**src/hub_cfg_defs.svh**
```systemverilog
// Purpose: Offsets, bit positions and reset values of the hub identity and configuration bytes.
// Assumes: Byte-wide register access, offsets are byte addresses.
// Notes: Definitions only.
`ifndef HUB_CFG_DEFS_SVH
`define HUB_CFG_DEFS_SVH

// Byte offsets
`define OFS_SIGNATURE 8'h00
`define OFS_VENDOR_ID_HIGH 8'h02
`define OFS_PRODUCT_ID_LOW 8'h03
`define OFS_PRODUCT_ID_HIGH 8'h04
`define OFS_DEVICE_CONFIG 8'h05

// Signature a valid EEPROM image starts with
`define EEPROM_SIGNATURE 8'h55

// Reset values; identity bytes are arbitrary neutral values
`define RST_VENDOR_ID_HIGH 8'h12
`define RST_PRODUCT_ID_LOW 8'h34
`define RST_PRODUCT_ID_HIGH 8'h56

// Device configuration bit positions
`define BIT_RSVD_HIGH 7
`define BIT_CUSTOM_SERIAL 6
`define BIT_LP_DISABLE 5
`define BIT_PORT_IND 4
`define BIT_GANGED 3
`define BIT_PWR_MGMT 2
`define BIT_TIMEOUT_OVR 1
`define BIT_RSVD_LOW 0

// Writable mask of the configuration byte (bits 6..1)
`define CFG_WRITE_MASK 8'h7E
// Bit toggled in the legacy-speed product code
`define PID_LEGACY_TOGGLE 8'h02
// Timeout value forced by the override
`define TIMEOUT_FORCED 8'hFF

`endif

```
**src/hub_cfg_pkg.sv**
```systemverilog
// Purpose: Types shared by the hub configuration register bank.
// Assumes: Nothing beyond the defs header.
// Notes: Types only.
package hub_cfg_pkg;

   // Source that currently owns register writes
   typedef enum logic [1:0] {
      MODE_DEFAULT,
      MODE_EEPROM,
      MODE_SMBUS
   } cfg_mode_e;

   // Loader progress for an EEPROM image
   typedef enum logic [1:0] {
      LOAD_IDLE,
      LOAD_CHECK,
      LOAD_COPY,
      LOAD_DONE
   } load_state_e;

   typedef logic [7:0] cfg_byte_t;

endpackage

```
**src/hub_timeout_override.sv**
```systemverilog
// Purpose: Apply the link idle timeout override to a downstream timeout value.
// Assumes: Combinational, one per downstream port.
// Notes: A zero timeout always stays zero.
`include "hub_cfg_defs.svh"

module hub_timeout_override (
   // Control
   input wire logic override_en,
   // Timeout
   input wire hub_cfg_pkg::cfg_byte_t timeout_in,
   output hub_cfg_pkg::cfg_byte_t timeout_out
);

   // Nonzero values are pushed to the ceiling, zero means disabled and is kept
   wire logic is_nonzero;
   assign is_nonzero = |timeout_in;
   assign timeout_out = (override_en && is_nonzero) ? `TIMEOUT_FORCED : timeout_in;

endmodule

```
**src/hub_link_pm_gate.sv**
```systemverilog
// Purpose: Gate U1/U2 entry requests under the low-power disable bit.
// Assumes: Force accept events are one-cycle pulses on clk_sys.
// Notes: The release is sticky until reset or upstream disconnect.
module hub_link_pm_gate (
   // Clock and reset
   input wire logic clk_sys,
   input wire logic rst_n,
   input wire logic clk_en,
   // Control
   input wire logic lp_disable,
   input wire logic force_accept_seen,
   input wire logic upstream_disconnect,
   // Requests
   input wire logic lp_initiate_req,
   input wire logic lp_accept_req,
   output logic lp_initiate_ok,
   output logic lp_accept_ok
);

   logic released_ff;
   wire logic nxt_released;

   // A disconnect ends the release; a force accept in that same cycle still wins
   assign nxt_released = force_accept_seen ? 1'b1 : (upstream_disconnect ? 1'b0 : released_ff);

   // Release stays until reset or upstream disconnect
   always_ff @(posedge clk_sys) begin
      if (!rst_n) begin
         released_ff <= 1'b0;
      end else if (clk_en) begin
         released_ff <= nxt_released;
      end
   end

   // Blocked while disabled, unless a force accept has been seen or is being seen
   wire logic lp_allowed;
   assign lp_allowed = !lp_disable || released_ff || force_accept_seen;
   assign lp_initiate_ok = lp_initiate_req && lp_allowed;
   assign lp_accept_ok = lp_accept_req && lp_allowed;

endmodule

```
**src/hub_identity_and_device_config_regs.sv**
```systemverilog
// Purpose: Byte-wide identity and device configuration registers of a four-port hub.
// Assumes: One byte write port shared by the EEPROM loader and the SMBus slave.
// Notes: Straps are caught in the first enabled cycle after reset release.
`include "hub_cfg_defs.svh"

// How it works
// - Vendor ID high byte is a writable byte with a default maker code.
// - SuperSpeed descriptor (product_id_ss) gets product ID low byte unchanged.
// - Legacy descriptor gets product ID low byte with bit 1 inverted.
// - Product ID high byte is writable with a default maker value.
// - Custom serial enable bit 6 gates EEPROM load or host writes of serial.
// - Low-power disable blocks U1/U2 both ways unless force accept occurs.
// - After force accept, U1/U2 normal until reset or upstream disconnect.
// - Bit 5 takes serial data strap at reset release.
// - Bit 4 takes indicator strap at reset release.
// - Bit 3 takes gang strap at reset release.
// - Bit 2 takes power management strap at reset release.
// - Power select 0: switching and over-current both supported.
// - Power select 1, bus powered: switching only, no over-current.
// - Power select 1, self powered: over-current only, no switching.
// - Timeout override turns nonzero downstream timeouts into FF; zero stays.
// - Bit 1 takes serial clock strap at reset release.
// - EEPROM reloads bits 5..1; SMBus host may overwrite them after straps.
// - Bit 0 reads zero and ignores writes.
// - Byte access; writes only accepted in EEPROM or SMBus mode.
// - EEPROM image loads only if first byte is 55h, else leave mode.
module hub_identity_and_device_config_regs #(
   parameter int PORTS = 4
) (
   // Clock and reset
   input wire logic clk_sys,
   input wire logic rst_n,
   input wire logic clk_en,
   // Strap pins
   input wire logic serial_data_strap_pin,
   input wire logic serial_clock_strap_pin,
   input wire logic indicator_strap_pin,
   input wire logic gang_strap_pin,
   input wire logic power_mgmt_strap_pin,
   // Mode selection
   input wire logic eeprom_mode,
   input wire logic smbus_mode,
   // Byte access port
   input wire logic byte_wr,
   input wire logic byte_rd,
   input wire logic [7:0] byte_addr,
   input wire logic [7:0] byte_wdata,
   output logic [7:0] byte_rdata,
   output logic byte_rvalid,
   // Loader status
   input wire logic eeprom_done,
   output logic eeprom_aborted,
   output logic cfg_mode_active,
   // Descriptor identity
   output logic [15:0] vendor_id,
   output logic [15:0] product_id_ss,
   output logic [15:0] product_id_hs,
   // Configuration outputs
   output logic custom_serial_enable,
   output logic serial_load_from_eeprom,
   output logic serial_host_writable,
   output logic port_indicator_select,
   output logic ganged_power,
   // Power management
   input wire logic self_powered,
   output logic power_switch_supported,
   output logic overcurrent_supported,
   // Link power management
   input wire logic force_accept_seen,
   input wire logic upstream_disconnect,
   input wire logic [PORTS:0] lp_initiate_req,
   input wire logic [PORTS:0] lp_accept_req,
   output logic [PORTS:0] lp_initiate_ok,
   output logic [PORTS:0] lp_accept_ok,
   // Downstream idle timeouts
   input wire logic [PORTS*8-1:0] sw_timeout,
   output logic [PORTS*8-1:0] eff_timeout
);

   // Registers
   hub_cfg_pkg::cfg_byte_t vendor_id_high_ff;
   hub_cfg_pkg::cfg_byte_t product_id_low_ff;
   hub_cfg_pkg::cfg_byte_t product_id_high_ff;
   hub_cfg_pkg::cfg_byte_t device_config_ff;
   hub_cfg_pkg::cfg_mode_e mode_ff;
   hub_cfg_pkg::load_state_e load_ff;
   logic straps_taken_ff;
   logic aborted_ff;
   hub_cfg_pkg::cfg_byte_t rdata_ff;
   logic rvalid_ff;

   hub_cfg_pkg::cfg_mode_e nxt_mode;
   hub_cfg_pkg::load_state_e nxt_load;
   hub_cfg_pkg::cfg_byte_t nxt_device_config;

   // Address decode
   wire logic hit_sig;
   wire logic hit_vid_h;
   wire logic hit_pid_l;
   wire logic hit_pid_h;
   wire logic hit_cfg;
   assign hit_sig = (byte_addr == `OFS_SIGNATURE);
   assign hit_vid_h = (byte_addr == `OFS_VENDOR_ID_HIGH);
   assign hit_pid_l = (byte_addr == `OFS_PRODUCT_ID_LOW);
   assign hit_pid_h = (byte_addr == `OFS_PRODUCT_ID_HIGH);
   assign hit_cfg = (byte_addr == `OFS_DEVICE_CONFIG);

   // Writes are only honoured in a configuration mode; EEPROM bytes must follow a good signature
   wire logic in_smbus;
   wire logic eeprom_copying;
   wire logic wr_ok;
   wire logic signature_good;
   assign in_smbus = (mode_ff == hub_cfg_pkg::MODE_SMBUS);
   assign eeprom_copying = (mode_ff == hub_cfg_pkg::MODE_EEPROM) && (load_ff == hub_cfg_pkg::LOAD_COPY);
   assign wr_ok = byte_wr && straps_taken_ff && (in_smbus || eeprom_copying);
   assign signature_good = (byte_wdata == `EEPROM_SIGNATURE);

   // A wrong first byte drops the loader back to defaults and leaves a sticky flag behind
   wire logic bad_signature;
   assign bad_signature = (load_ff == hub_cfg_pkg::LOAD_CHECK) && byte_wr && hit_sig && !signature_good;

   // Only an EEPROM copy ends on the done pulse; the host's completion flag lives outside this block,
   // so a stray done pulse in SMBus mode must not close host access
   wire logic copy_end;
   assign copy_end = eeprom_done && (mode_ff == hub_cfg_pkg::MODE_EEPROM);

   // Per-register write enables, kept out of the storage process so that it stays a plain list
   wire logic wr_vid_h;
   wire logic wr_pid_l;
   wire logic wr_pid_h;
   wire logic wr_cfg;
   assign wr_vid_h = wr_ok && hit_vid_h;
   assign wr_pid_l = wr_ok && hit_pid_l;
   assign wr_pid_h = wr_ok && hit_pid_h;
   assign wr_cfg = wr_ok && hit_cfg;

   // Loader: first EEPROM byte must carry the signature
   always_comb begin
      nxt_load = load_ff;
      nxt_mode = mode_ff;
      unique case (load_ff)
         hub_cfg_pkg::LOAD_IDLE: begin
            if (straps_taken_ff) begin
               if (eeprom_mode) begin
                  nxt_mode = hub_cfg_pkg::MODE_EEPROM;
                  nxt_load = hub_cfg_pkg::LOAD_CHECK;
               end else if (smbus_mode) begin
                  nxt_mode = hub_cfg_pkg::MODE_SMBUS;
                  nxt_load = hub_cfg_pkg::LOAD_COPY;
               end else begin
                  nxt_load = hub_cfg_pkg::LOAD_DONE;
               end
            end
         end
         hub_cfg_pkg::LOAD_CHECK: begin
            if (byte_wr && hit_sig) begin
               if (signature_good) begin
                  nxt_load = hub_cfg_pkg::LOAD_COPY;
               end else begin
                  nxt_mode = hub_cfg_pkg::MODE_DEFAULT;
                  nxt_load = hub_cfg_pkg::LOAD_DONE;
               end
            end
         end
         hub_cfg_pkg::LOAD_COPY: begin
            if (copy_end) begin
               nxt_mode = hub_cfg_pkg::MODE_DEFAULT;
               nxt_load = hub_cfg_pkg::LOAD_DONE;
            end
         end
         hub_cfg_pkg::LOAD_DONE: begin
            nxt_load = hub_cfg_pkg::LOAD_DONE;
         end
      endcase
   end

   // Straps feed bits 5..1 once; afterwards writes may replace bits 6..1
   always_comb begin
      nxt_device_config = device_config_ff;
      if (!straps_taken_ff) begin
         nxt_device_config[`BIT_LP_DISABLE] = serial_data_strap_pin;
         nxt_device_config[`BIT_PORT_IND] = indicator_strap_pin;
         nxt_device_config[`BIT_GANGED] = gang_strap_pin;
         nxt_device_config[`BIT_PWR_MGMT] = power_mgmt_strap_pin;
         nxt_device_config[`BIT_TIMEOUT_OVR] = serial_clock_strap_pin;
      end else if (wr_cfg) begin
         nxt_device_config = byte_wdata & `CFG_WRITE_MASK;
      end
   end

   // Mode and loader state
   always_ff @(posedge clk_sys) begin
      if (!rst_n) begin
         mode_ff <= hub_cfg_pkg::MODE_DEFAULT;
         load_ff <= hub_cfg_pkg::LOAD_IDLE;
         straps_taken_ff <= 1'b0;
         aborted_ff <= 1'b0;
      end else if (clk_en) begin
         mode_ff <= nxt_mode;
         load_ff <= nxt_load;
         straps_taken_ff <= 1'b1;
         aborted_ff <= aborted_ff || bad_signature;
      end
   end

   // Register storage; defaults hold unless a configuration source writes, except config bits 5..1, which take the straps
   always_ff @(posedge clk_sys) begin
      if (!rst_n) begin
         vendor_id_high_ff <= `RST_VENDOR_ID_HIGH;
         product_id_low_ff <= `RST_PRODUCT_ID_LOW;
         product_id_high_ff <= `RST_PRODUCT_ID_HIGH;
         device_config_ff <= 8'h00;
      end else if (clk_en) begin
         if (wr_vid_h) begin
            vendor_id_high_ff <= byte_wdata;
         end
         if (wr_pid_l) begin
            product_id_low_ff <= byte_wdata;
         end
         if (wr_pid_h) begin
            product_id_high_ff <= byte_wdata;
         end
         device_config_ff <= nxt_device_config;
      end
   end

   // Read mux; unmapped bytes read zero
   // The signature byte is only checked in flight and never stored, so offset zero reads zero too
   wire hub_cfg_pkg::cfg_byte_t rd_mux;
   assign rd_mux = hit_vid_h ? vendor_id_high_ff :
                   hit_pid_l ? product_id_low_ff :
                   hit_pid_h ? product_id_high_ff :
                   hit_cfg ? device_config_ff : 8'h00;

   // Read data registered, valid the cycle after the strobe
   always_ff @(posedge clk_sys) begin
      if (!rst_n) begin
         rdata_ff <= 8'h00;
         rvalid_ff <= 1'b0;
      end else if (clk_en) begin
         rvalid_ff <= byte_rd;
         if (byte_rd) begin
            rdata_ff <= rd_mux;
         end
      end
   end
   assign byte_rdata = rdata_ff;
   assign byte_rvalid = rvalid_ff;
   assign eeprom_aborted = aborted_ff;
   assign cfg_mode_active = (mode_ff != hub_cfg_pkg::MODE_DEFAULT);

   // Descriptor identity; low vendor byte lives elsewhere, tied to zero here
   assign vendor_id = {vendor_id_high_ff, 8'h00};
   assign product_id_ss = {product_id_high_ff, product_id_low_ff};
   assign product_id_hs = {product_id_high_ff, product_id_low_ff ^ `PID_LEGACY_TOGGLE};

   // Configuration decode
   assign custom_serial_enable = device_config_ff[`BIT_CUSTOM_SERIAL];
   assign serial_load_from_eeprom = custom_serial_enable && eeprom_copying;
   assign serial_host_writable = custom_serial_enable && in_smbus;
   assign port_indicator_select = device_config_ff[`BIT_PORT_IND];
   assign ganged_power = device_config_ff[`BIT_GANGED];

   // Power management support by power source
   wire logic pwr_sel;
   assign pwr_sel = device_config_ff[`BIT_PWR_MGMT];
   assign power_switch_supported = !pwr_sel || !self_powered;
   assign overcurrent_supported = !pwr_sel || self_powered;

   // One gate per port, upstream at index 0 and downstream ports above it
   // Every gate sees the same force accept and disconnect, so their releases move together
   genvar gi;
   generate
      for (gi = 0; gi <= PORTS; gi++) begin : g_pm
         hub_link_pm_gate u_pm_gate (
            .clk_sys(clk_sys),
            .rst_n(rst_n),
            .clk_en(clk_en),
            .lp_disable(device_config_ff[`BIT_LP_DISABLE]),
            .force_accept_seen(force_accept_seen),
            .upstream_disconnect(upstream_disconnect),
            .lp_initiate_req(lp_initiate_req[gi]),
            .lp_accept_req(lp_accept_req[gi]),
            .lp_initiate_ok(lp_initiate_ok[gi]),
            .lp_accept_ok(lp_accept_ok[gi])
         );
      end
   endgenerate

   // Timeout override per downstream port; the upstream port has no downstream timeout
   generate
      for (gi = 0; gi < PORTS; gi++) begin : g_tmo
         hub_timeout_override u_tmo (
            .override_en(device_config_ff[`BIT_TIMEOUT_OVR]),
            .timeout_in(sw_timeout[gi*8 +: 8]),
            .timeout_out(eff_timeout[gi*8 +: 8])
         );
      end
   endgenerate

endmodule

```
**config.mk**
```make
export PLATFORM = sky130hd
export DESIGN_NAME = hub_identity_and_device_config_regs
export DESIGN_NICKNAME = d
export VERILOG_FILES = /design/src/hub_cfg_pkg.sv /design/src/hub_timeout_override.sv /design/src/hub_link_pm_gate.sv /design/src/hub_identity_and_device_config_regs.sv
export VERILOG_INCLUDE_DIRS = /design/src
export SDC_FILE = /design/constraint.sdc
export NUM_CORES = 1
export LEC_CHECK = 0
export ABC_AREA = 1
export BUFFER_PORTS_ARGS = -buffer_cell sky130_fd_sc_hd__buf_2
export CAP_MARGIN = 15
export CORE_ASPECT_RATIO = 1.4
export CORE_MARGIN = 10
export CORE_UTILIZATION = 44
export DETAILED_ROUTE_END_ITERATION = 16
export PLACE_DENSITY = 0.81
export SYNTH_ARGS = -nofsm -noshare
export SYNTH_HDL_FRONTEND = slang
export SYNTH_SLANG_ARGS = --single-unit
```
**constraint.sdc**
```tcl
create_clock -name clk_sys -period 2 [get_ports clk_sys]
set_clock_uncertainty 0.1 [all_clocks]
set_input_delay 0.6 -clock clk_sys [delete_from_list [all_inputs] [get_ports clk_sys]]
set_output_delay 0.6 -clock clk_sys [all_outputs]
set_load 0.01 [all_outputs]
```
* Yosys cells after proc, flatten, opt, wreduce, memory -nomap -nowiden
Index checks and enable logic that the tools add are counted.
Word-level totals: register bits after elaboration 46
Operators by class: equality and inequality tests 16, mux-type cells 26, bitwise logic cells 1, reductions and logical operators 56
Operators with widths (count):
- 8-bit 2-to-1 mux | 7
- 8-bit OR reduction | 4
- 1-bit logical AND | 28
- 2-bit 2-to-1 mux | 10
- 8-bit by 2-bit equality test with 1-bit output (second input constant) | 2
- 8-bit by 3-bit equality test with 1-bit output (second input constant) | 2
- 2-bit AND reduction | 6
- 8-bit by 7-bit equality test with 1-bit output (second input constant) | 1
- 8-bit logical NOT | 1
- 2-bit case mux with 4 select lines | 1
- 7-bit 2-to-1 mux | 1
- 7-bit AND reduction | 1
- 2-bit equality test (second input constant) | 3
- 1-bit logical OR | 6
- 6-bit 2-to-1 mux | 1
- 2-bit inequality test (second input constant) | 3
- 2-bit case mux with 3 select lines | 1
- 5-bit 2-to-1 mux | 1
- 2-bit by 1-bit equality test with 1-bit output (second input constant) | 2
- 1-bit logical NOT | 4
- 1-bit 2-to-1 mux | 4
- 2-bit by 1-bit inequality test with 1-bit output (second input constant) | 2
- 4-bit AND reduction | 1
- 2-bit nonzero test | 2
- 5 further kinds | 5

* Longest topological paths before layout
Gate-level depths: netlist of run 1.
depth after elaboration 7, mapped depth 11, gate-level depth less buffers 11

* Cells and area by module
From an unflattened synthesis of run 1, not the netlist that was laid out.
Unflattened totals: cells, all modules 521, area total of the unflattened synthesis 3279.4 um2
By module, submodules not included:
- hub_identity_and_device_config_regs | instances 1, cells an instance 374, area an instance 2516.2 um2
- hub_timeout_override | instances 4, cells an instance 23, area an instance 106.4 um2
- hub_link_pm_gate | instances 5, cells an instance 11, area an instance 67.6 um2

* Least setup slack after synthesis of run 1
No wires, ideal clock.
path kind input -> output, from input sw_timeout[6], to output eff_timeout[0], arrival 1.233 ns, data required time 1.300 ns, slack 0.067 ns, cell stages on the path 4, cells stage by stage inv_1 > nand4_1 > o21ai_1 > nand2_1
Between the ends: cells in the longest elaborated chain, start to end 3
RTL lines:
- start: declaration | line hub_identity_and_device_config_regs.sv:76 | input wire logic [PORTS*8-1:0] sw_timeout,
- 8-bit OR reduction | line hub_timeout_override.sv:16 | assign is_nonzero = |timeout_in;
- 1-bit logical AND | line hub_timeout_override.sv:17 | assign timeout_out = (override_en && is_nonzero) ? `TIMEOUT_FORCED : timeout_in;
- 8-bit 2-to-1 mux | line hub_timeout_override.sv:17
- end: declaration | line hub_identity_and_device_config_regs.sv:77 | output logic [PORTS*8-1:0] eff_timeout
Every way passes these cells.

* Worst setup path after layout of run 1
from input sw_timeout[3], to output eff_timeout[5]
Same word-level chain as after synthesis.

==> results of run 1 <==
-- cell usage in the layout (no fill, tap or decap), drive strengths merged --
cell    netlist  layout
buf          42     221
nand2       115     115
nor2         86      86
inv          85      85
dfxtp        46      46
o21ai        26      26
nand3        23      23
a21oi        16      16
o211ai       14      14
nand4         9       9
conb          1       8
clkbuf        4       6
nor3          5       5
mux2i         5       5
ha            5       5
a31oi         3       3
diode         0       2
or2           1       1
nor3b         1       1
bufinv        0       1
-- logic make-up after synthesis --
| logic type | share of synthesized area [%] |
|---|---|
| buf+inv | 21.1 |
| mux | 1.63 |
| simple gates | 33.2 |
| other cells | 0.122 |
| flops | 30.0 |
| compound gates | 11.9 |
| fa+ha+maj | 2.04 |
-- through the flow --
stage	util (%)	instance area, um^2	worst slack [ns]	instances
finish	68.1	4690	-0.235	773
global route	68.1	4690	-0.295	773
CTS	64.0	4410	-0.0630	768
detailed placement	57.6	3970	-0.0983	743
global placement	57.6	3970	-0.0279	743
floorplan	-	3100	0.0671	494
-- metal layers --
layer	GRT usage, %	vias to the layer above	wire length (um)
li1	-	1843	-
met1	19.6	1790	4430
met2	38.8	184	7150
met3	7.23	57	1140
met4	12.8	0	837
met5	0	-	0
-- worst min path at each step --
stage / start / endpoint
after CTS: eeprom_aborted / eeprom_aborted
after global routing: eeprom_aborted / eeprom_aborted
after global placement: eeprom_aborted / eeprom_aborted
final: eeprom_aborted / eeprom_aborted
after detailed placement: eeprom_aborted / eeprom_aborted
after floorplan: g_pm[4].u_pm_gate.released_ff / g_pm[4].u_pm_gate.released_ff
-- sequential cells by signal, summed over array words and instances (netlist names) --
register,flops
eeprom_aborted,1
mode_ff,2
load_ff,2
byte_rvalid,1
product_id_low_ff,8
straps_taken_ff,1
byte_rdata,8
device_config_ff,6
vendor_id_high_ff,8
g_pm.u_pm_gate.released_ff,1
product_id_high_ff,8
-- what timing repair did --
item	4_1_cts	5_1_grt
endpoints found under the setup margin	33	33
pin swaps	15	19
setup buffers	18	3
resized for setup	63	66
-- layout make-up --
cell class | count | area [um^2] | share of cell area [%]
Antenna cell | 2 | 5.00 | 0.107
Sequential cell | 46 | 923 | 19.7
Multi-Input combinational cell | 317 | 1650 | 35.2
Inverter | 85 | 337 | 7.17
Tap cell | 95 | 119 | 2.53
Clock inverter | 1 | 30.0 | 0.640
Clock buffer | 6 | 82.6 | 1.76
Timing Repair Buffer | 221 | 1540 | 32.9
-- worst register-to-register path: stages, from the launching register on --
cell	delay, ns
dfxtp_2	0.35
inv_2	0.10
ha_4	0.16
nand3_2	0.09
o21ai_1	0.11
inv_2	0.07
nor2_4	0.17
nand3_2	0.17
buf_12	0.19
nand2_1	0.06
o211ai_2	0.07
-- power by group through the flow --
stage          logic (mW)  registers (mW)  clock network, mW
6_report            0.791           0.980              0.727
5_1_grt             0.862           0.984              0.770
4_1_cts             0.672           0.973              0.724
3_5_place_dp        0.586           0.994                  0
3_3_place_gp        0.568           0.993                  0
2_1_floorplan       0.357           0.990                  0
==> results.sh, run 1 <==
export IMPL_maxSlewViolCount=0
export IMPL_clock_sinks=46
export IMPL_power_frac_seq_pct=39.2
export IMPL_cpPeakStageDelay_ns=0.21
export IMPL_p_leak_nw=2.58
export IMPL_avgSynthCellArea_um2=6.30
export IMPL_die_area_um2=10800
export IMPL_crit_top_cell="buf_6"
export IMPL_nets=755
export IMPL_path_class="input pin to primary output"
export IMPL_first_iter_violations=280
export IMPL_ios=182
export IMPL_post_route_min_period_ns=2.23
export IMPL_synth_top_area_share_pct=30.0
export IMPL_cp_arrival_ns=1.53
export IMPL_path_depth=7
export IMPL_track_usage_pct=21.1
export IMPL_ctsHoldBuffers=0
export IMPL_htree_levels=2
export IMPL_grt_ovfl_total=0
export IMPL_hold_path_depth=2
export IMPL_r2r_end="product_id_low_ff[5]"
export IMPL_synth_main_ff_cell="dfxtp_1"
export IMPL_vias_per_cell=5.01
export IMPL_reg2reg_depth=10
export IMPL_core_um2=6890
export IMPL_grt_max_degree=21
export IMPL_antenna_found_initial=2
export IMPL_power_density_nw_per_um2=532
export IMPL_p_switching_mw=0.787
export IMPL_swShare_pct=31.5
export IMPL_netlist_top_cells_count="111 x nand2_1, 82 x inv_1, 82 x nor2_1"
export IMPL_setup_viol=32
export IMPL_crit_fanout=8
export IMPL_clkLatencyLatePin_ns=0.31
export IMPL_fin_tns_setup_ns=-5.41
export IMPL_fillCellCount=571
export IMPL_num_vias=3874
export IMPL_critPathTopFamily="buffers and inverters"
export IMPL_fmax_mhz=448
export IMPL_cts_tree="done"
export IMPL_areaGrowthSynthToFinish_pct=52.8
export IMPL_gp_congestion=0.941
export IMPL_hold_slack_ns=0.352
export IMPL_rrSetupSlack_ns=0.25
export IMPL_max_clock_path_buffers=2
export IMPL_clkTransAtPathRegs_ns=0.08
export IMPL_portBuffers=173
export IMPL_dp_hpwl_um=9330
export IMPL_crit_start="sw_timeout[3]"
export IMPL_ys_warn_count=0
export IMPL_reg2reg_from="load_ff[0]"
export IMPL_drc=0
export IMPL_cp_endpoint="eff_timeout[5]"
export IMPL_hold_path_class="flop to flop"
export IMPL_ant_nets=0
export IMPL_cp_num_buf_inv=4
export IMPL_end_kind="primary output"
export IMPL_ir_worst_vdd_mv=0.305
export IMPL_ys_types=30
export IMPL_ys_ff_latch=46
export IMPL_drive_above_1_share_pct=46.2
export IMPL_violations="setup timing"
export IMPL_layout_worst_path_cycle_share_pct=112
export IMPL_status="finished with violations"
export IMPL_synth_edf_count=0
export IMPL_timing_final_ws_setup_ns=-0.235
export IMPL_die_w_um=90.6
export IMPL_rsz0062_at_grt="true"
export IMPL_dr_pass1_iters=4
export IMPL_crit_path_start_kind="input pin"
export IMPL_final_hold_viol_count=0
export IMPL_grt_pass1_wl_um=18600
export IMPL_synth_top_area_cell="dfxtp_1"
export IMPL_wl_per_cell_um=17.5
export IMPL_combPwrFrac_pct=31.7
export IMPL_cts_inserted_buffers=5
export IMPL_grt_pass1_vias=3732
export IMPL_async_reset_ff_share_pct=0
export IMPL_rows=36
export IMPL_p_int_mw=1.71
export IMPL_drv_cap=0
export IMPL_yosysSeqAreaShare_pct=30.0
export IMPL_yosys_cell_count_top_type="nand2_1"
export IMPL_routed_wl_um=13500
export IMPL_netlist_instances=487
export IMPL_synthTopCellsByArea="dfxtp_1 30%, nand2_1 14%, inv_1 10%"
export IMPL_start_util_pct=44.6
export IMPL_p_clk_share_pct=29.1
export IMPL_netlist_area_um2=3070
export IMPL_cp_required_ns=1.30
export IMPL_crit_chain="buf_6, inv_4, nand4_1, o21ai_2, buf_6, nand2_1, buf_2"
export IMPL_dieHeight_um=119
export IMPL_power_mw=2.50
export IMPL_cp_slowest_cell="o21ai_2"
export IMPL_cts_root_buf="clkbuf_8"
Power figures use the tool's default switching activity.
==> inputs of run 2 (changes only) <==
==> constraint.sdc (replaced) <==
create_clock -name clk_sys -period 2 [get_ports clk_sys]
set_clock_uncertainty 0.1 [all_clocks]
set_input_delay 0.4 -clock clk_sys [delete_from_list [all_inputs] [get_ports clk_sys]]
set_output_delay 0.4 -clock clk_sys [all_outputs]
set_load 0.01 [all_outputs]
==> run 2 against run 1 <==
Effect of this change:
- the flow now finishes without violations
- sequential power is 0.5% lower
- first-iteration DRC count is 28% lower
- hold slack worse by 0.11 ns
- critical path type unchanged
- critical endpoint is now eff_timeout[24]
==> results.sh, run 2 (same netlist as run 1, synthesis figures left out) <==
export IMPL_swShare_pct=33.8
export IMPL_ctsHoldBuffers=0
export IMPL_die_area_um2=10800
export IMPL_p_switching_mw=0.726
export IMPL_post_cts_buffers=0
export IMPL_tightest_slew_ns=0.539
export IMPL_layout_common_cells="173 x buf_2, 111 x nand2_1, 82 x inv_1, 82 x nor2_1, 46 x dfxtp_1"
export IMPL_fillCellCount=702
export IMPL_p_clk_share_pct=28.2
export IMPL_top_layer="met4"
export IMPL_clock_sinks=46
export IMPL_portBuffers=173
export IMPL_areaGrowthSynthToFinish_pct=28.2
export IMPL_post_route_min_period_ns=1.88
export IMPL_placed_area_um2=3830
export IMPL_combPwrFrac_pct=26.4
export IMPL_power_frac_seq_pct=45.4
export IMPL_setup_viol=0
export IMPL_grt_ovfl_total=0
export IMPL_status="finished, final reports clean"
export IMPL_cts_root_buf="clkbuf_8"
export IMPL_ios=182
export IMPL_layout_worst_path_cycle_share_pct=94.1
export IMPL_htree_levels=2
export IMPL_reg2reg_from="load_ff[0]"
export IMPL_dp_hpwl_um=9200
export IMPL_vias_per_cell=4.70
export IMPL_hold_end="g_pm[4].u_pm_gate.released_ff"
export IMPL_wl_met2_um=5600
export IMPL_min_from="upstream_disconnect"
export IMPL_track_usage_pct=19.0
export IMPL_hold_path_depth=4
export IMPL_p_leak_nw=2.28
export IMPL_die_w_um=90.6
export IMPL_relSlewSlack_pct=64.0
export IMPL_drv_cap=0
export IMPL_cp_arrival_ns=1.38
export IMPL_maxSlewViolCount=0
export IMPL_grt_max_degree=21
export IMPL_cpPeakStageDelay_ns=0.44
export IMPL_power_mw=2.15
export IMPL_max_clock_path_buffers=2
export IMPL_p_int_mw=1.42
export IMPL_path_class="input pin to primary output"
export IMPL_drive_above_1_share_pct=33.6
export IMPL_drc=0
export IMPL_routed_wl_um=10700
export IMPL_ir_worst_vdd_mv=0.304
export IMPL_core_um2=6890
export IMPL_wl_met3_um=870
export IMPL_crit_path_start_kind="input pin"
export IMPL_ctsResizeCount=0
export IMPL_final_hold_viol_count=0
export IMPL_cp_slowest_cell="o21ai_1"
export IMPL_cts_inserted_buffers=5
export IMPL_rsz0062_at_grt="false"
export IMPL_num_vias=3453
export IMPL_reg2reg_depth=10
export IMPL_crit_chain="buf_2, inv_1, nand4_1, o21ai_1, nand2_1, buf_2"
export IMPL_end_kind="primary output"
export IMPL_cts_tree="done"
export IMPL_grt_pass1_wl_um=16900
export IMPL_grt_pass1_vias=3391
export IMPL_rrSetupSlack_ns=0.17
export IMPL_gp_congestion=0.914
export IMPL_r2r_end="product_id_high_ff[6]"
export IMPL_ant_nets=0
export IMPL_fmax_mhz=532
export IMPL_nets=718
export IMPL_fin_tns_setup_ns=0
export IMPL_clkLatencyLatePin_ns=0.31
export IMPL_rows=36
export IMPL_power_density_nw_per_um2=545
export IMPL_mostFrequentLayoutCell="buf_2"
export IMPL_n_antenna_cell=0
export IMPL_dieHeight_um=119
export IMPL_antenna_found_initial=0
export IMPL_dr_pass1_iters=5
export IMPL_cp_required_ns=1.50
export IMPL_start_util_pct=44.6
export IMPL_wl_met1_um=3920
export IMPL_hold_path_class="input pin to flop"
export IMPL_crit_top_cell="buf_2"
export IMPL_crit_fanout=8
export IMPL_first_iter_violations=201
export IMPL_clkTransAtPathRegs_ns=0.09
export IMPL_wl_per_cell_um=14.6
export IMPL_final_area_um2=3940
## run 2: final cells by class
| type | instances | area (um^2) | area share, % |
|---|---|---|---|
| clock buffers | 5 | 68.8 | 1.75 |
| clock inverters | 3 | 23.8 | 0.604 |
| inverters | 85 | 319 | 8.10 |
| multi-input cells | 317 | 1540 | 39.1 |
| flip-flops and latches | 46 | 921 | 23.4 |
| well taps | 95 | 119 | 3.02 |
| repair buffers | 184 | 948 | 24.1 |
## run 2: metrics by stage
stage	util [%]	worst slack, ns	hold WS (ns)	instances
2_1_floorplan	-	0.421	0.350	494
3_3_place_gp	55.6	0.185	0.342	727
3_5_place_dp	55.6	0.106	0.341	727
4_1_cts	57.0	0.0889	0.241	735
5_1_grt	57.1	0.000618	0.263	735
6_report	57.1	0.119	0.242	735
## run 2: how the worst max path moves through the flow
stage,start,to,slack (ns),cells after the start
floorplan,load_ff[0],product_id_low_ff[2],0.42,10
global placement,sw_timeout[3],eff_timeout[5],0.18,6
detailed placement,load_ff[0],product_id_low_ff[6],0.11,10
CTS,load_ff[0],product_id_low_ff[6],0.09,10
global route,sw_timeout[15],eff_timeout[13],0.0006,6
finish,sw_timeout[30],eff_timeout[24],0.12,6
## run 2: metal layers
metal / global-route usage [%] / up-vias
met2: 34.9 / 148
met1: 19.1 / 1513
met4: 8.68 / 0
li1: - / 1769
met3: 5.66 / 23
met5: 0 / -
## run 2: critical path: cells and delay by family
kind,cells,cell delay [ns]
compound gates,1,0.44
buf+inv,3,0.32
simple gates,2,0.21
## run 2: power groups by stage
| stage | clock (mW) | combinational (mW) | sequential, mW |
|---|---|---|---|
| 6_report | 0.605 | 0.566 | 0.975 |
| 5_1_grt | 0.644 | 0.637 | 0.979 |
| 4_1_cts | 0.607 | 0.568 | 0.973 |
| 3_5_place_dp | 0 | 0.565 | 0.995 |
| 3_3_place_gp | 0 | 0.548 | 0.992 |
| 2_1_floorplan | 0 | 0.357 | 0.990 |
